`src/ldw_defines.vh`:
```
`ifndef LDW_DEFINES_VH
`define LDW_DEFINES_VH

// Control word field positions
`define LDW_CW_ADDR_LSB     0
`define LDW_CW_ADDR_MSB     2
`define LDW_CW_BANK         3
`define LDW_CW_POWER        4
`define LDW_CW_BYPASS       5
`define LDW_CW_SCHEME       6
`define LDW_CW_SEQ          7

// Display RAM word fields
`define LDW_RW_NIB_MSB      3
`define LDW_RW_DP           7

// Reset values
`define LDW_CW_RESET        8'h00
`define LDW_CFG_RESET       32'h00000000

// Sequential update last digit index, first digit index
`define LDW_SEQ_LAST        3'h7
`define LDW_DIGIT_FIRST     3'h0

// APB map, byte addresses
`define LDW_ADDR_CFG        8'h00
`define LDW_ADDR_STATUS     8'h04
`define LDW_ADDR_IGNORED    8'h08
`define LDW_ADDR_RAM_BASE   8'h40
`define LDW_RAM_SEL_MSB     7
`define LDW_RAM_SEL_LSB     6
`define LDW_RAM_SEL_VAL     2'h1
`define LDW_RAM_IDX_MSB     5
`define LDW_RAM_IDX_LSB     2

// Configuration register fields
`define LDW_CFG_DIRECT      0

// Status register fields
`define LDW_ST_CW_MSB       7
`define LDW_ST_SEQ_ACT      8
`define LDW_ST_CNT_LSB      9
`define LDW_ST_CNT_MSB      11
`define LDW_ST_SINGLE       12
`define LDW_ST_BLANK        13
`define LDW_ST_POWER        14
`define LDW_ST_HEX          15
`define LDW_ST_BYPASS       16
`define LDW_ST_BANK_A       17
`define LDW_ST_DIRECT       18

`endif

```
`src/ldw_ram.v`:
```
`timescale 1ns/1ps
// Display RAM: one write port, one read port with registered data
module ldw_ram #(
	parameter AW = 4,
	parameter DW = 8
) (
	input  wire          pclk,
	input  wire          presetn,
	input  wire          wr_en,
	input  wire [AW-1:0] wr_addr,
	input  wire [DW-1:0] wr_data,
	input  wire [AW-1:0] rd_addr,
	output reg  [DW-1:0] rd_data_ff
);
	reg [DW-1:0] mem_ff [0:(1<<AW)-1];
	integer      i;

	always @(posedge pclk or negedge presetn) begin
		if (!presetn) begin
			for (i = 0; i < (1<<AW); i = i + 1)
				mem_ff[i] <= {DW{1'b0}};
			rd_data_ff <= {DW{1'b0}};
		end else begin
			if (wr_en)
				mem_ff[wr_addr] <= wr_data;
			rd_data_ff <= mem_ff[rd_addr];
		end
	end
endmodule // ldw_ram

```
`src/ldw_port.v`:
```
// Added by the designer: the register offsets and the APB interface to the registers.
`timescale 1ns/1ps
// Operation
// RL1: Data is captured into control register or RAM at write strobe rise.
// RL2: Select high loads the control register, low loads display RAM.
// RL3: RAM writes map data lines 0..4 to display bits 1..5, LSB first.
// RL4: Control line 4 high runs normally; low stops oscillator and display.
// RL5: Sequential bit low: lines 0..2 give the single-digit target address.
// RL6: Control line 3 picks bank A high, B low, in decoded formats only.
// RL7: Direct variant reads three address inputs as digit index, bit 0 LSB.
// RL8: Direct variant decimal point input is active low; low lights it.
// RL9: Direct variant stores every strobe straight into the addressed digit.
// RL10: Three-level input: high hex, float Code B, low shuts down.
// RL11: Control line 6 picks hex high, Code B low; RAM bit 7 otherwise.
// RL12: Control line 5 high bypasses decoding; low shows decoded digits.
// RL13: Control line 7 requests sequential update; RAM bit 8 is decimal point.
// RL14: Sequential update blanks, takes eight writes digit 1..8, then ignores.
// RL15: Strobe is synchronised, its rise detected, inputs sampled once.
// RL16: Last control word holds until the next control write.
`include "ldw_defines.vh"
module ldw_port #(
	parameter DIGITS_AW = 3,
	parameter DATA_W    = 8
) (
	input  wire              pclk,
	input  wire              presetn,
	// Write port pins
	input  wire              write_strobe,
	input  wire              mode_select,
	input  wire [DATA_W-1:0] data_lines,
	input  wire [2:0]        digit_index,
	input  wire              decimal_point_data_n,
	input  wire              func_sense_high,
	input  wire              func_sense_low,
	// APB slave
	input  wire              psel,
	input  wire              penable,
	input  wire              pwrite,
	input  wire [7:0]        paddr,
	input  wire [31:0]       pwdata,
	output wire              pready,
	output reg  [31:0]       prdata_ff,
	output wire              pslverr,
	// Display state
	output reg               power_on_ff,
	output reg               hex_decode_ff,
	output reg               decode_bypass_ff,
	output reg               bank_a_ff,
	output reg               display_blank_ff,
	output reg               write_event_ff
);
	localparam RAM_AW = DIGITS_AW + 1;

	// Pin synchronisers
	reg              strobe_s1_ff;
	reg              strobe_s2_ff;
	reg              strobe_d_ff;
	reg              mode_s1_ff;
	reg              mode_s2_ff;
	reg [DATA_W-1:0] data_s1_ff;
	reg [DATA_W-1:0] data_s2_ff;
	reg [2:0]        idx_s1_ff;
	reg [2:0]        idx_s2_ff;
	reg              dpn_s1_ff;
	reg              dpn_s2_ff;
	reg              fhi_s1_ff;
	reg              fhi_s2_ff;
	reg              flo_s1_ff;
	reg              flo_s2_ff;

	always @(posedge pclk or negedge presetn) begin
		if (!presetn) begin
			strobe_s1_ff <= 1'b0;
			strobe_s2_ff <= 1'b0;
			strobe_d_ff  <= 1'b0;
			mode_s1_ff   <= 1'b0;
			mode_s2_ff   <= 1'b0;
			data_s1_ff   <= {DATA_W{1'b0}};
			data_s2_ff   <= {DATA_W{1'b0}};
			idx_s1_ff    <= 3'h0;
			idx_s2_ff    <= 3'h0;
			dpn_s1_ff    <= 1'b1;
			dpn_s2_ff    <= 1'b1;
			fhi_s1_ff    <= 1'b0;
			fhi_s2_ff    <= 1'b0;
			flo_s1_ff    <= 1'b0;
			flo_s2_ff    <= 1'b0;
		end else begin
			strobe_s1_ff <= write_strobe; // RL15
			strobe_s2_ff <= strobe_s1_ff;
			strobe_d_ff  <= strobe_s2_ff;
			mode_s1_ff   <= mode_select;
			mode_s2_ff   <= mode_s1_ff;
			data_s1_ff   <= data_lines;
			data_s2_ff   <= data_s1_ff;
			idx_s1_ff    <= digit_index;
			idx_s2_ff    <= idx_s1_ff;
			dpn_s1_ff    <= decimal_point_data_n;
			dpn_s2_ff    <= dpn_s1_ff;
			fhi_s1_ff    <= func_sense_high;
			fhi_s2_ff    <= fhi_s1_ff;
			flo_s1_ff    <= func_sense_low;
			flo_s2_ff    <= flo_s1_ff;
		end
	end

	// One pulse per strobe rise; inputs are sampled in this cycle only
	wire strobe_rise = strobe_s2_ff & ~strobe_d_ff; // RL1 RL15

	// Configuration and tracking state
	reg [31:0]       cfg_ff;
	reg [DATA_W-1:0] cw_ff;
	reg              seq_active_ff;
	reg [2:0]        seq_cnt_ff;
	reg              single_pend_ff;
	reg [15:0]       ignored_ff;
	reg [31:0]       nxt_prdata;
	reg              ack_ff;

	wire direct_mode = cfg_ff[`LDW_CFG_DIRECT];

	// Three-level function input: neither sense level means floating
	wire func_hex   = fhi_s2_ff & ~flo_s2_ff;
	wire func_off   = flo_s2_ff & ~fhi_s2_ff;

	wire cw_write   = strobe_rise & ~direct_mode & mode_s2_ff; // RL2
	wire ram_strobe = strobe_rise & ~direct_mode & ~mode_s2_ff; // RL2
	wire seq_write  = ram_strobe & seq_active_ff;
	wire one_write  = ram_strobe & ~seq_active_ff & single_pend_ff;
	wire ign_write  = ram_strobe & ~seq_active_ff & ~single_pend_ff;

	// Bank is only meaningful in decoded formats
	wire cw_bank_a  = cw_ff[`LDW_CW_BANK] & ~cw_ff[`LDW_CW_BYPASS]; // RL6

	// Control register with sequential and single-digit tracking
	always @(posedge pclk or negedge presetn) begin
		if (!presetn) begin
			cw_ff          <= `LDW_CW_RESET;
			seq_active_ff  <= 1'b0;
			seq_cnt_ff     <= `LDW_DIGIT_FIRST;
			single_pend_ff <= 1'b0;
		end else if (cw_write) begin
			cw_ff          <= data_s2_ff; // RL16
			seq_active_ff  <= data_s2_ff[`LDW_CW_SEQ]; // RL13
			seq_cnt_ff     <= `LDW_DIGIT_FIRST; // RL14
			single_pend_ff <= ~data_s2_ff[`LDW_CW_SEQ]; // RL5
		end else if (seq_write) begin
			seq_cnt_ff <= seq_cnt_ff + 3'h1; // RL14
			if (seq_cnt_ff == `LDW_SEQ_LAST)
				seq_active_ff <= 1'b0; // RL14
		end else if (one_write) begin
			single_pend_ff <= 1'b0;
		end
	end

	// RAM write address and data
	reg               ram_we;
	reg [RAM_AW-1:0]  ram_waddr;
	reg [DATA_W-1:0]  ram_wdata;
	reg [2:0]         wr_digit;
	reg               wr_bank_b;

	always @* begin
		wr_digit  = cw_ff[`LDW_CW_ADDR_MSB:`LDW_CW_ADDR_LSB]; // RL5
		wr_bank_b = ~cw_bank_a;
		ram_wdata = data_s2_ff; // RL3 RL11 RL13
		ram_we    = 1'b0;
		if (direct_mode) begin
			// Direct variant: nibble plus decimal point, no control phase
			wr_digit  = idx_s2_ff; // RL7
			wr_bank_b = 1'b0;
			ram_wdata = {DATA_W{1'b0}};
			ram_wdata[`LDW_RW_NIB_MSB:0] =
				data_s2_ff[`LDW_RW_NIB_MSB:0];
			ram_wdata[`LDW_RW_DP] = ~dpn_s2_ff; // RL8
			ram_we    = strobe_rise; // RL9
		end else if (seq_write) begin
			wr_digit = seq_cnt_ff; // RL14
			ram_we   = 1'b1;
		end else if (one_write) begin
			ram_we = 1'b1; // RL5
		end
		ram_waddr = {wr_bank_b, wr_digit};
	end

	// Display state outputs
	always @(posedge pclk or negedge presetn) begin
		if (!presetn) begin
			power_on_ff      <= 1'b0;
			hex_decode_ff    <= 1'b0;
			decode_bypass_ff <= 1'b0;
			bank_a_ff        <= 1'b0;
			display_blank_ff <= 1'b0;
			write_event_ff   <= 1'b0;
		end else if (direct_mode) begin
			power_on_ff      <= ~func_off; // RL10
			hex_decode_ff    <= func_hex; // RL10
			decode_bypass_ff <= 1'b0;
			bank_a_ff        <= 1'b0;
			display_blank_ff <= 1'b0;
			write_event_ff   <= ram_we;
		end else begin
			power_on_ff      <= cw_ff[`LDW_CW_POWER]; // RL4
			hex_decode_ff    <= cw_ff[`LDW_CW_SCHEME]; // RL11
			decode_bypass_ff <= cw_ff[`LDW_CW_BYPASS]; // RL12
			bank_a_ff        <= cw_bank_a; // RL6
			display_blank_ff <= seq_active_ff; // RL14
			write_event_ff   <= ram_we | cw_write;
		end
	end

	// Count of RAM writes refused outside an update window
	always @(posedge pclk or negedge presetn) begin
		if (!presetn)
			ignored_ff <= 16'h0000;
		else if (ign_write && ignored_ff != 16'hFFFF)
			ignored_ff <= ignored_ff + 16'h0001; // RL14
	end

	// APB decode
	wire              apb_access = psel & penable;
	wire              ram_sel    =
		(paddr[`LDW_RAM_SEL_MSB:`LDW_RAM_SEL_LSB] == `LDW_RAM_SEL_VAL);
	wire [RAM_AW-1:0] ram_raddr  =
		paddr[`LDW_RAM_IDX_MSB:`LDW_RAM_IDX_LSB];
	wire [DATA_W-1:0] ram_rdata;
	wire              rd_mapped  = ram_sel |
		(paddr == `LDW_ADDR_CFG) | (paddr == `LDW_ADDR_STATUS) |
		(paddr == `LDW_ADDR_IGNORED);
	wire              wr_mapped  = (paddr == `LDW_ADDR_CFG);

	// Writes finish at once; reads take one wait cycle
	assign pready  = pwrite | ack_ff;
	assign pslverr = apb_access & pready &
		(pwrite ? ~wr_mapped : ~rd_mapped);

	always @* begin
		nxt_prdata = 32'h00000000;
		if (ram_sel) begin
			nxt_prdata[DATA_W-1:0] = ram_rdata;
		end else if (paddr == `LDW_ADDR_CFG) begin
			nxt_prdata = cfg_ff;
		end else if (paddr == `LDW_ADDR_STATUS) begin
			nxt_prdata[`LDW_ST_CW_MSB:0]  = cw_ff;
			nxt_prdata[`LDW_ST_SEQ_ACT]   = seq_active_ff;
			nxt_prdata[`LDW_ST_CNT_MSB:`LDW_ST_CNT_LSB] = seq_cnt_ff;
			nxt_prdata[`LDW_ST_SINGLE]    = single_pend_ff;
			nxt_prdata[`LDW_ST_BLANK]     = display_blank_ff;
			nxt_prdata[`LDW_ST_POWER]     = power_on_ff;
			nxt_prdata[`LDW_ST_HEX]       = hex_decode_ff;
			nxt_prdata[`LDW_ST_BYPASS]    = decode_bypass_ff;
			nxt_prdata[`LDW_ST_BANK_A]    = bank_a_ff;
			nxt_prdata[`LDW_ST_DIRECT]    = direct_mode;
		end else if (paddr == `LDW_ADDR_IGNORED) begin
			nxt_prdata[15:0] = ignored_ff;
		end
	end

	always @(posedge pclk or negedge presetn) begin
		if (!presetn) begin
			cfg_ff    <= `LDW_CFG_RESET;
			ack_ff    <= 1'b0;
			prdata_ff <= 32'h00000000;
		end else begin
			ack_ff <= apb_access & ~pwrite & ~ack_ff;
			if (apb_access && !pwrite && !ack_ff)
				prdata_ff <= nxt_prdata;
			if (apb_access && pwrite && wr_mapped)
				cfg_ff <= {31'h00000000, pwdata[`LDW_CFG_DIRECT]};
		end
	end

	ldw_ram #(
		.AW (RAM_AW),
		.DW (DATA_W)
	) u_ram (
		.pclk       (pclk),
		.presetn    (presetn),
		.wr_en      (ram_we),
		.wr_addr    (ram_waddr),
		.wr_data    (ram_wdata),
		.rd_addr    (ram_raddr),
		.rd_data_ff (ram_rdata)
	);
endmodule // ldw_port

```
`config.mk`:
```
export PLATFORM = sky130hd
export DESIGN_NAME = ldw_port
export DESIGN_NICKNAME = d
export VERILOG_FILES = /design/src/ldw_ram.v /design/src/ldw_port.v
export VERILOG_INCLUDE_DIRS = /design/src /design/src/src
export SDC_FILE = /design/constraint.sdc
export NUM_CORES = 1
export LEC_CHECK = 0
export ABC_AREA = 1
export ABC_CLOCK_PERIOD_IN_PS = 2300
export BUFFER_PORTS_ARGS = -buffer_cell sky130_fd_sc_hd__buf_2
export CORE_ASPECT_RATIO = 1.5
export CORE_MARGIN = 10
export CORE_UTILIZATION = 44
export CTS_CLUSTER_DIAMETER = 150
export DETAILED_ROUTE_END_ITERATION = 16
export GPL_ROUTABILITY_DRIVEN = 0
export SKIP_CTS_REPAIR_TIMING = 1
export SYNTH_ARGS = -nofsm -noshare
export SYNTH_HDL_FRONTEND = slang
export SYNTH_SLANG_ARGS = --single-unit
```
`constraint.sdc`:
```
create_clock -name pclk -period 2.3 [get_ports pclk]
set_input_delay 0.23 -clock pclk [delete_from_list [all_inputs] [get_ports pclk]]
set_output_delay 0.23 -clock pclk [all_outputs]
set_load 0.02 [all_outputs]
```
---- Word level (Yosys, flattened, before mapping) ----
Index checks and enable logic that the tools add are counted.
storage, ports and cells
  bits in registers ....................... 238
  input bits .............................. 61
  output and inout port bits .............. 40
cells by class
  add/sub/neg operators ................... 2
  magnitude comparators ................... 3
  equal/unequal tests ..................... 6
  mux-type cells .......................... 34
  bitwise operators ....................... 39
  reduce and logical (&&, ||, !) cells .... 14
operators with widths
  cell                                                        number
  bitwise mux 128 bit                                         1
  2-to-1 mux 8 bit                                            5
  binary-select mux 8 bit (select 4 bit)                      1
  demux 8 bit (select 4 bit)                                  1
  2-to-1 mux 16 bit                                           2
  2-to-1 mux 19 bit                                           1
  2-to-1 mux 1 bit                                            17
  adder 16 x 1 -> 16 bit, second input constant               1
  bitwise AND 1 bit                                           16
  inequality test 16 bit, second input constant               1
  NOT 1 bit                                                   16
  2-to-1 mux 3 bit                                            5
  2-to-1 mux 11 bit                                           1
  greater-or-equal comparator 5 bit, second input constant    2
  NOT 4 -> 5 bit                                              2
  == test 8 x 3 -> 1 bit, second input constant               1
  == test 8 x 4 -> 1 bit, second input constant               1
  zero test 8 bit                                             1
  logical AND 1 bit                                           6
  nonzero test 2 bit                                          3
  less-than comparator 5 x 1 -> 1 bit, second input constant  1
  bitwise OR 1 bit                                            5
  AND reduction 2 bit                                         2
  adder 3 x 1 -> 3 bit, second input constant                 1
  4 further kinds                                             5

---- Longest topological paths before layout ----
  depth in word-level cells ............... 13
  mapped depth ............................ 11
  gate-level depth less buffers ........... 10

---- Modules after synthesis ----
A second synthesis with hierarchy kept.
unflattened totals
  cell total of the unflattened synthesis .. 1,312
  area total of the unflattened synthesis .. 10,582.6 um2
by module, submodules not included
  module    times used  cells an instance  area an instance (um2)
  ldw_ram   1           849                6,576.3
  ldw_port  1           463                4,006.3

---- Worst setup path before layout ----
OpenSTA, ideal clock, no wires.
  path type ............................... in2out
  start point ............................. in paddr[5]
  end point ............................... out pslverr
  data arrival time ....................... 1,539 ps
  data required time ...................... 2,070 ps
  path slack .............................. 531 ps
  stages on the path ...................... 10
  cells stage by stage .................... buf_2 > nor2_4 > nand2_1 > inv_1 > nand2_1 > inv_1 > buf_2 > nor3_1 > a21oi_1 > nor2_1
on the way
  word-level cells in the longest chain between the ends .. 7
  elaborated cells on any way between the ends .. 10
  classes of those cells .................. 2 x eq/ne; 1 x mux; 6 x bitwise; 1 x reduce/logical
RTL lines
  element                         RTL line        source
  start, declared                 ldw_port.v:39   input wire [7:0] paddr,
  zero test 8 bit (no line)       --
  bitwise OR 1 bit (3 in series)  ldw_port.v:227  wire rd_mapped = ram_sel |
  NOT 1 bit                       ldw_port.v:235  (pwrite ? ~wr_mapped : ~rd_mapped);
  2-to-1 mux 1 bit *              ldw_port.v:235
  bitwise AND 1 bit *             ldw_port.v:234  assign pslverr = apb_access & pready &
  end, declared                   ldw_port.v:43   output wire pslverr,
Mark *: on every way between the ends. The rest lies on a longest branch, timed or not.

---- Worst setup path after layout ----
  start point ............................. reg seq_active_ff
  end point ............................... reg u_ram.mem_ff[88] (netlist bit)
on the way
  word-level cells in the longest chain between the ends .. 9
  elaborated cells on any way between the ends .. 16
  classes of those cells .................. 2 x order compare; 8 x mux; 5 x bitwise; 1 x reduce/logical
RTL lines
  element                                                                                                                RTL line        source
  start, declared                                                                                                        ldw_port.v:113  reg seq_active_ff;
  start signal, assigned                                                                                                 ldw_port.v:144  seq_active_ff <= data_s2_ff[`LDW_CW_SEQ];
  bitwise AND 1 bit                                                                                                      ldw_port.v:128  wire seq_write = ram_strobe & seq_active_ff;
  2-to-1 mux 3 bit                                                                                                       ldw_port.v:177  end else if (seq_write) begin
  2-to-1 mux 3 bit                                                                                                       ldw_port.v:168  if (direct_mode) begin
  NOT 4 -> 5 bit (not written as such)                                                                                   ldw_ram.v:25    mem_ff[wr_addr] <= wr_data;
  greater-or-equal comparator 5 bit (not written as such) / less-than comparator 5 x 1 -> 1 bit (equally long branches)  ldw_ram.v:25
  logical AND 1 bit (not written as such)                                                                                ldw_ram.v:25
  2-to-1 mux 8 bit (not written as such)                                                                                 ldw_ram.v:25
  demux 8 bit (select 4 bit)                                                                                             ldw_ram.v:25
  bitwise mux 128 bit                                                                                                    ldw_ram.v:25
  end signal, assigned by index                                                                                          ldw_ram.v:21    mem_ff[i] <= {DW{1'b0}};
  end signal, assigned by index                                                                                          ldw_ram.v:25
  end, declared                                                                                                          ldw_ram.v:15    reg [DW-1:0] mem_ff [0:(1<<AW)-1];
Several ways; a longest one is shown, not always the timed one.
A chain may end at the register's enable or synchronous reset.

==> impl_summary.log <==
[metrics] Placeable Area: 23100 um^2
[metrics] number of CTS-inserted buffers: 24
[metrics] fraction of final layout cells sized beyond drive strength 1: ~15%
[metrics] Setup Skew: ~0.0085 ns
[metrics] average footprint of a synthesized cell: 8.59 um^2
[metrics] number of flip-flops and latches in the synthesized netlist: 225
[metrics] first-pass GRT wire length: just under 50 mm
[metrics] Clock Sinks: roughly 230
[metrics] clock transition at the registers of the reported paths: 0.06 ns
[metrics] Global Route Usage Sum: between 15 and 20%
[metrics] required time of the critical path: ~2.7 ns
[metrics] Die Span X: ~150 um
[metrics] diode count: 0
[metrics] Rel. slew slack: between 60 and 70%
[metrics] maximum number of pins on one net before global-route repair: 60
[metrics] final period demand of the worst path: approximately 2.1 ns
[metrics] startpoint class of the critical path: register
[metrics] cell accounting for the most synthesized area: sky130_fd_sc_hd__dfrtp_1
[metrics] final period utilization: 89.4%
[metrics] portion of the post-synthesis area used by sequential elements: 54.1%
[metrics] later-pin clock latency in the skew report: 0.52 ns
[metrics] layout net count: ~1400
[metrics] crit path from: seq_active_ff$_DFFE_PN0P_
[metrics] Die Height: between 200 and 250 um
[metrics] Critical Path End: u_ram.mem_ff[88]$_DFFE_PN0P_
[metrics] LEAKAGE: between 0.005 and 0.006 uW
[metrics] proportion of synthesized flip-flops having asynchronous set or reset: 100%
[metrics] final count of pins violating max slew: 0
[metrics] number of distinct library cells after synthesis: 41
[metrics] most instantiated cells after synthesis: sky130_fd_sc_hd__nand2_1, sky130_fd_sc_hd__dfrtp_1, sky130_fd_sc_hd__nand3_1
[metrics] total congestion overflow after global routing: 0
[metrics] CP max FO: 20
[metrics] Arr. time, crit path: 2.45 ns
[metrics] DRT Pass-1 Iters: 5
[metrics] top post-synthesis cells by area: sky130_fd_sc_hd__dfrtp_1, sky130_fd_sc_hd__nand2_1, sky130_fd_sc_hd__nand3_1
[metrics] input/output buffers: 56
[metrics] root buffer selected by CTS: sky130_fd_sc_hd__clkbuf_16
[metrics] type of the most critical hold path: in2reg
[metrics] maximum level of the CTS H-tree: 1
[metrics] Worst R2R Path Depth: 10
[metrics] warnings from Yosys: 0
[metrics] unrepaired setup endpoints after global routing: no
[metrics] capturing element type of the critical path: register
[metrics] transition at the pin with the smallest max-transition slack: 0.548 ns
[metrics] DR vias/cell: around 5.3
[metrics] number of flops mapped to enable cells by yosys: 0
[metrics] count of endpoints failing hold in the final timing report: 1
[metrics] Setup Viol. Count Final: 0
[metrics] routed wire length: ~30 mm
[metrics] mean routed wirelength per cell: ~19 um
[metrics] via count of the first global-routing pass: 8837
[metrics] largest voltage drop on the vdd net: roughly 0.59 mV
[metrics] Crit Reg-Reg Endpoint: u_ram.mem_ff[88]$_DFFE_PN0P_
[metrics] prevailing post-synth register cell: sky130_fd_sc_hd__dfrtp_1
[metrics] synth-to-layout area growth: 17.1%
[metrics] end-of-flow core utilization: a little over half
[metrics] worst setup slack for register-to-register paths: 0.24 ns
[metrics] initial standard-cell utilization of the core: a little under half
[metrics] number of remaining DRC errors: 0
[metrics] achievable frequency: slightly below 0.5 GHz
[metrics] share of the synthesized area in the top cell type: between 50 and 60%
[metrics] most numerous cell in the Yosys netlist: sky130_fd_sc_hd__nand2_1
[metrics] TritonCTS clock tree: built
[metrics] Post-DRT Antenna Nets: 0
[metrics] Power Density: around 750 nW/um^2
[metrics] post-synthesis instance area: 10400 um^2
[metrics] Hold Worst Slack: -0.0113 ns
[metrics] max-cap violation count: 0
[metrics] vias: 8716
[metrics] sum of net half-perimeters after detailed placement: around 21 mm
[metrics] final setup TNS: 0 ns
[metrics] DRC marker count from the first detailed-route iteration: approximately 620
[metrics] maximum count of clock buffers along a single path: 3
[metrics] launching point of the worst reg2reg path: seq_active_ff$_DFFE_PN0P_
[metrics] Boundary Pins: ~100
[metrics] outcome: complete, but fails checks
[metrics] post-synthesis cell count: 1213
[metrics] Worst Path Class, Setup: reg2reg
[metrics] row count: a little under 70
[metrics] die area: slightly above 30000 um^2
[metrics] number of antenna violations at the first check in global routing: 0
[metrics] failing checks: negative hold slack
==> cells by family (layout without fill, tap and decap cells) <==
kind of cell             Yosys count  count (layout)  share of synthesized area, %
AND/OR/NAND/NOR                  676             676                          29.1
other                              1              13                        0.0360
AO/OA/AOI/OAI                    162             162                          9.25
flip-flops                       225             225                          54.1
adder cells (fa/ha/maj)            3               3                         0.360
buffers and inverters            134             228                          6.16
XOR/XNOR                          12              12                          1.01
==> state kept, by name (all words and copies together) (netlist names), 3 cells and up <==
signal and count:
u_ram.mem_ff 128, prdata_ff 19, ignored_ff 16, cw_ff 8
data_s1_ff 8, data_s2_ff 8, u_ram.rd_data_ff 8, idx_s1_ff 3
idx_s2_ff 3, seq_cnt_ff 3
==> routing by layer <==
layer	wire length [um]	GRT usage, %	up-vias
met2	15900	34.9	254
met1	11900	23.0	4228
li1	-	-	4171
met5	0	0	-
met3	1720	3.26	63
met4	1100	8.33	0
==> where the power goes <==
group          internal, uW  leakage (uW)  switching, uW
Combinational           278       0.00260            564
Sequential             4190       0.00298            136
Clock                  2360      0.000394           1590
Total                  6830       0.00597           2290
==> cell type report <==
type,instances,area [um^2]
Timing Repair Buffer,129,968
Multi-Input combinational cell,866,4190
Clock inverter,6,83.8
Tap cell,315,394
Sequential cell,225,5630
Inverter,58,218
Clock buffer,35,713
Fill cell,2256,10900
==> how the worst min path moves through the flow <==
stage          startpoint                   endpoint  slack, ns  cells after the start
2_1_floorplan     presetn           ack_ff$_DFF_PN0_      -0.07                      0
3_3_place_gp      presetn       cw_ff[7]$_DFFE_PN0P_       0.18                      1
3_5_place_dp      presetn  seq_active_ff$_DFFE_PN0P_       0.18                      1
4_1_cts           presetn       cw_ff[7]$_DFFE_PN0P_      -0.36                      1
5_1_grt         pwdata[0]      cfg_ff[0]$_DFFE_PN0P_       0.02                      3
6_report        pwdata[0]      cfg_ff[0]$_DFFE_PN0P_      -0.01                      3
==> cells in the final DEF (no fill, tap or decap), types with 16 or more instances in the layout <==
| master | synthesis | routed |
|---|---|---|
| sky130_fd_sc_hd__a21oi_1 | 21 | 21 |
| sky130_fd_sc_hd__buf_2 | 12 | 55 |
| sky130_fd_sc_hd__buf_4 | 19 | 49 |
| sky130_fd_sc_hd__clkbuf_16 | 0 | 25 |
| sky130_fd_sc_hd__dfrtp_1 | 223 | 222 |
| sky130_fd_sc_hd__dlygate4sd3_1 | 0 | 17 |
| sky130_fd_sc_hd__inv_1 | 54 | 54 |
| sky130_fd_sc_hd__nand2_1 | 368 | 368 |
| sky130_fd_sc_hd__nand3_1 | 182 | 182 |
| sky130_fd_sc_hd__nor2_1 | 64 | 64 |
| sky130_fd_sc_hd__o211ai_1 | 24 | 24 |
| sky130_fd_sc_hd__o21ai_0 | 74 | 74 |
| sky130_fd_sc_hd__o21ai_1 | 16 | 16 |
==> worst max-delay path, cell delays in order, from the launching register on <==
cell and delay [ns]:
sky130_fd_sc_hd__dfrtp_1 0.44, sky130_fd_sc_hd__inv_2 0.10, sky130_fd_sc_hd__nor2_8 0.16, sky130_fd_sc_hd__nand3_4 0.13, sky130_fd_sc_hd__nand2_4 0.11, sky130_fd_sc_hd__nand3_2 0.08, sky130_fd_sc_hd__a21oi_2 0.12, sky130_fd_sc_hd__buf_4 0.27
sky130_fd_sc_hd__nand2_1 0.31, sky130_fd_sc_hd__nand2_1 0.13, sky130_fd_sc_hd__o21ai_1 0.06
==> stage by stage <==
| stage | total power (uW) | hold slack, ns | std cells | area (um^2) | setup WS, ns |
|---|---|---|---|---|---|
| after CTS | 9150 | -0.362 | 1617 | 12000 | 0.155 |
| final | 9120 | -0.0113 | 1634 | 12200 | 0.243 |
| after global placement | 5200 | 0.181 | 1576 | 11200 | 0.181 |
| after global routing | 9480 | 0.0241 | 1634 | 12200 | 0.0630 |
| after floorplan | 4860 | -0.0656 | 1225 | 10500 | 0.531 |
| after detailed placement | 5220 | 0.180 | 1576 | 11200 | 0.171 |
Note: power is estimated with default switching activity, not from simulation.
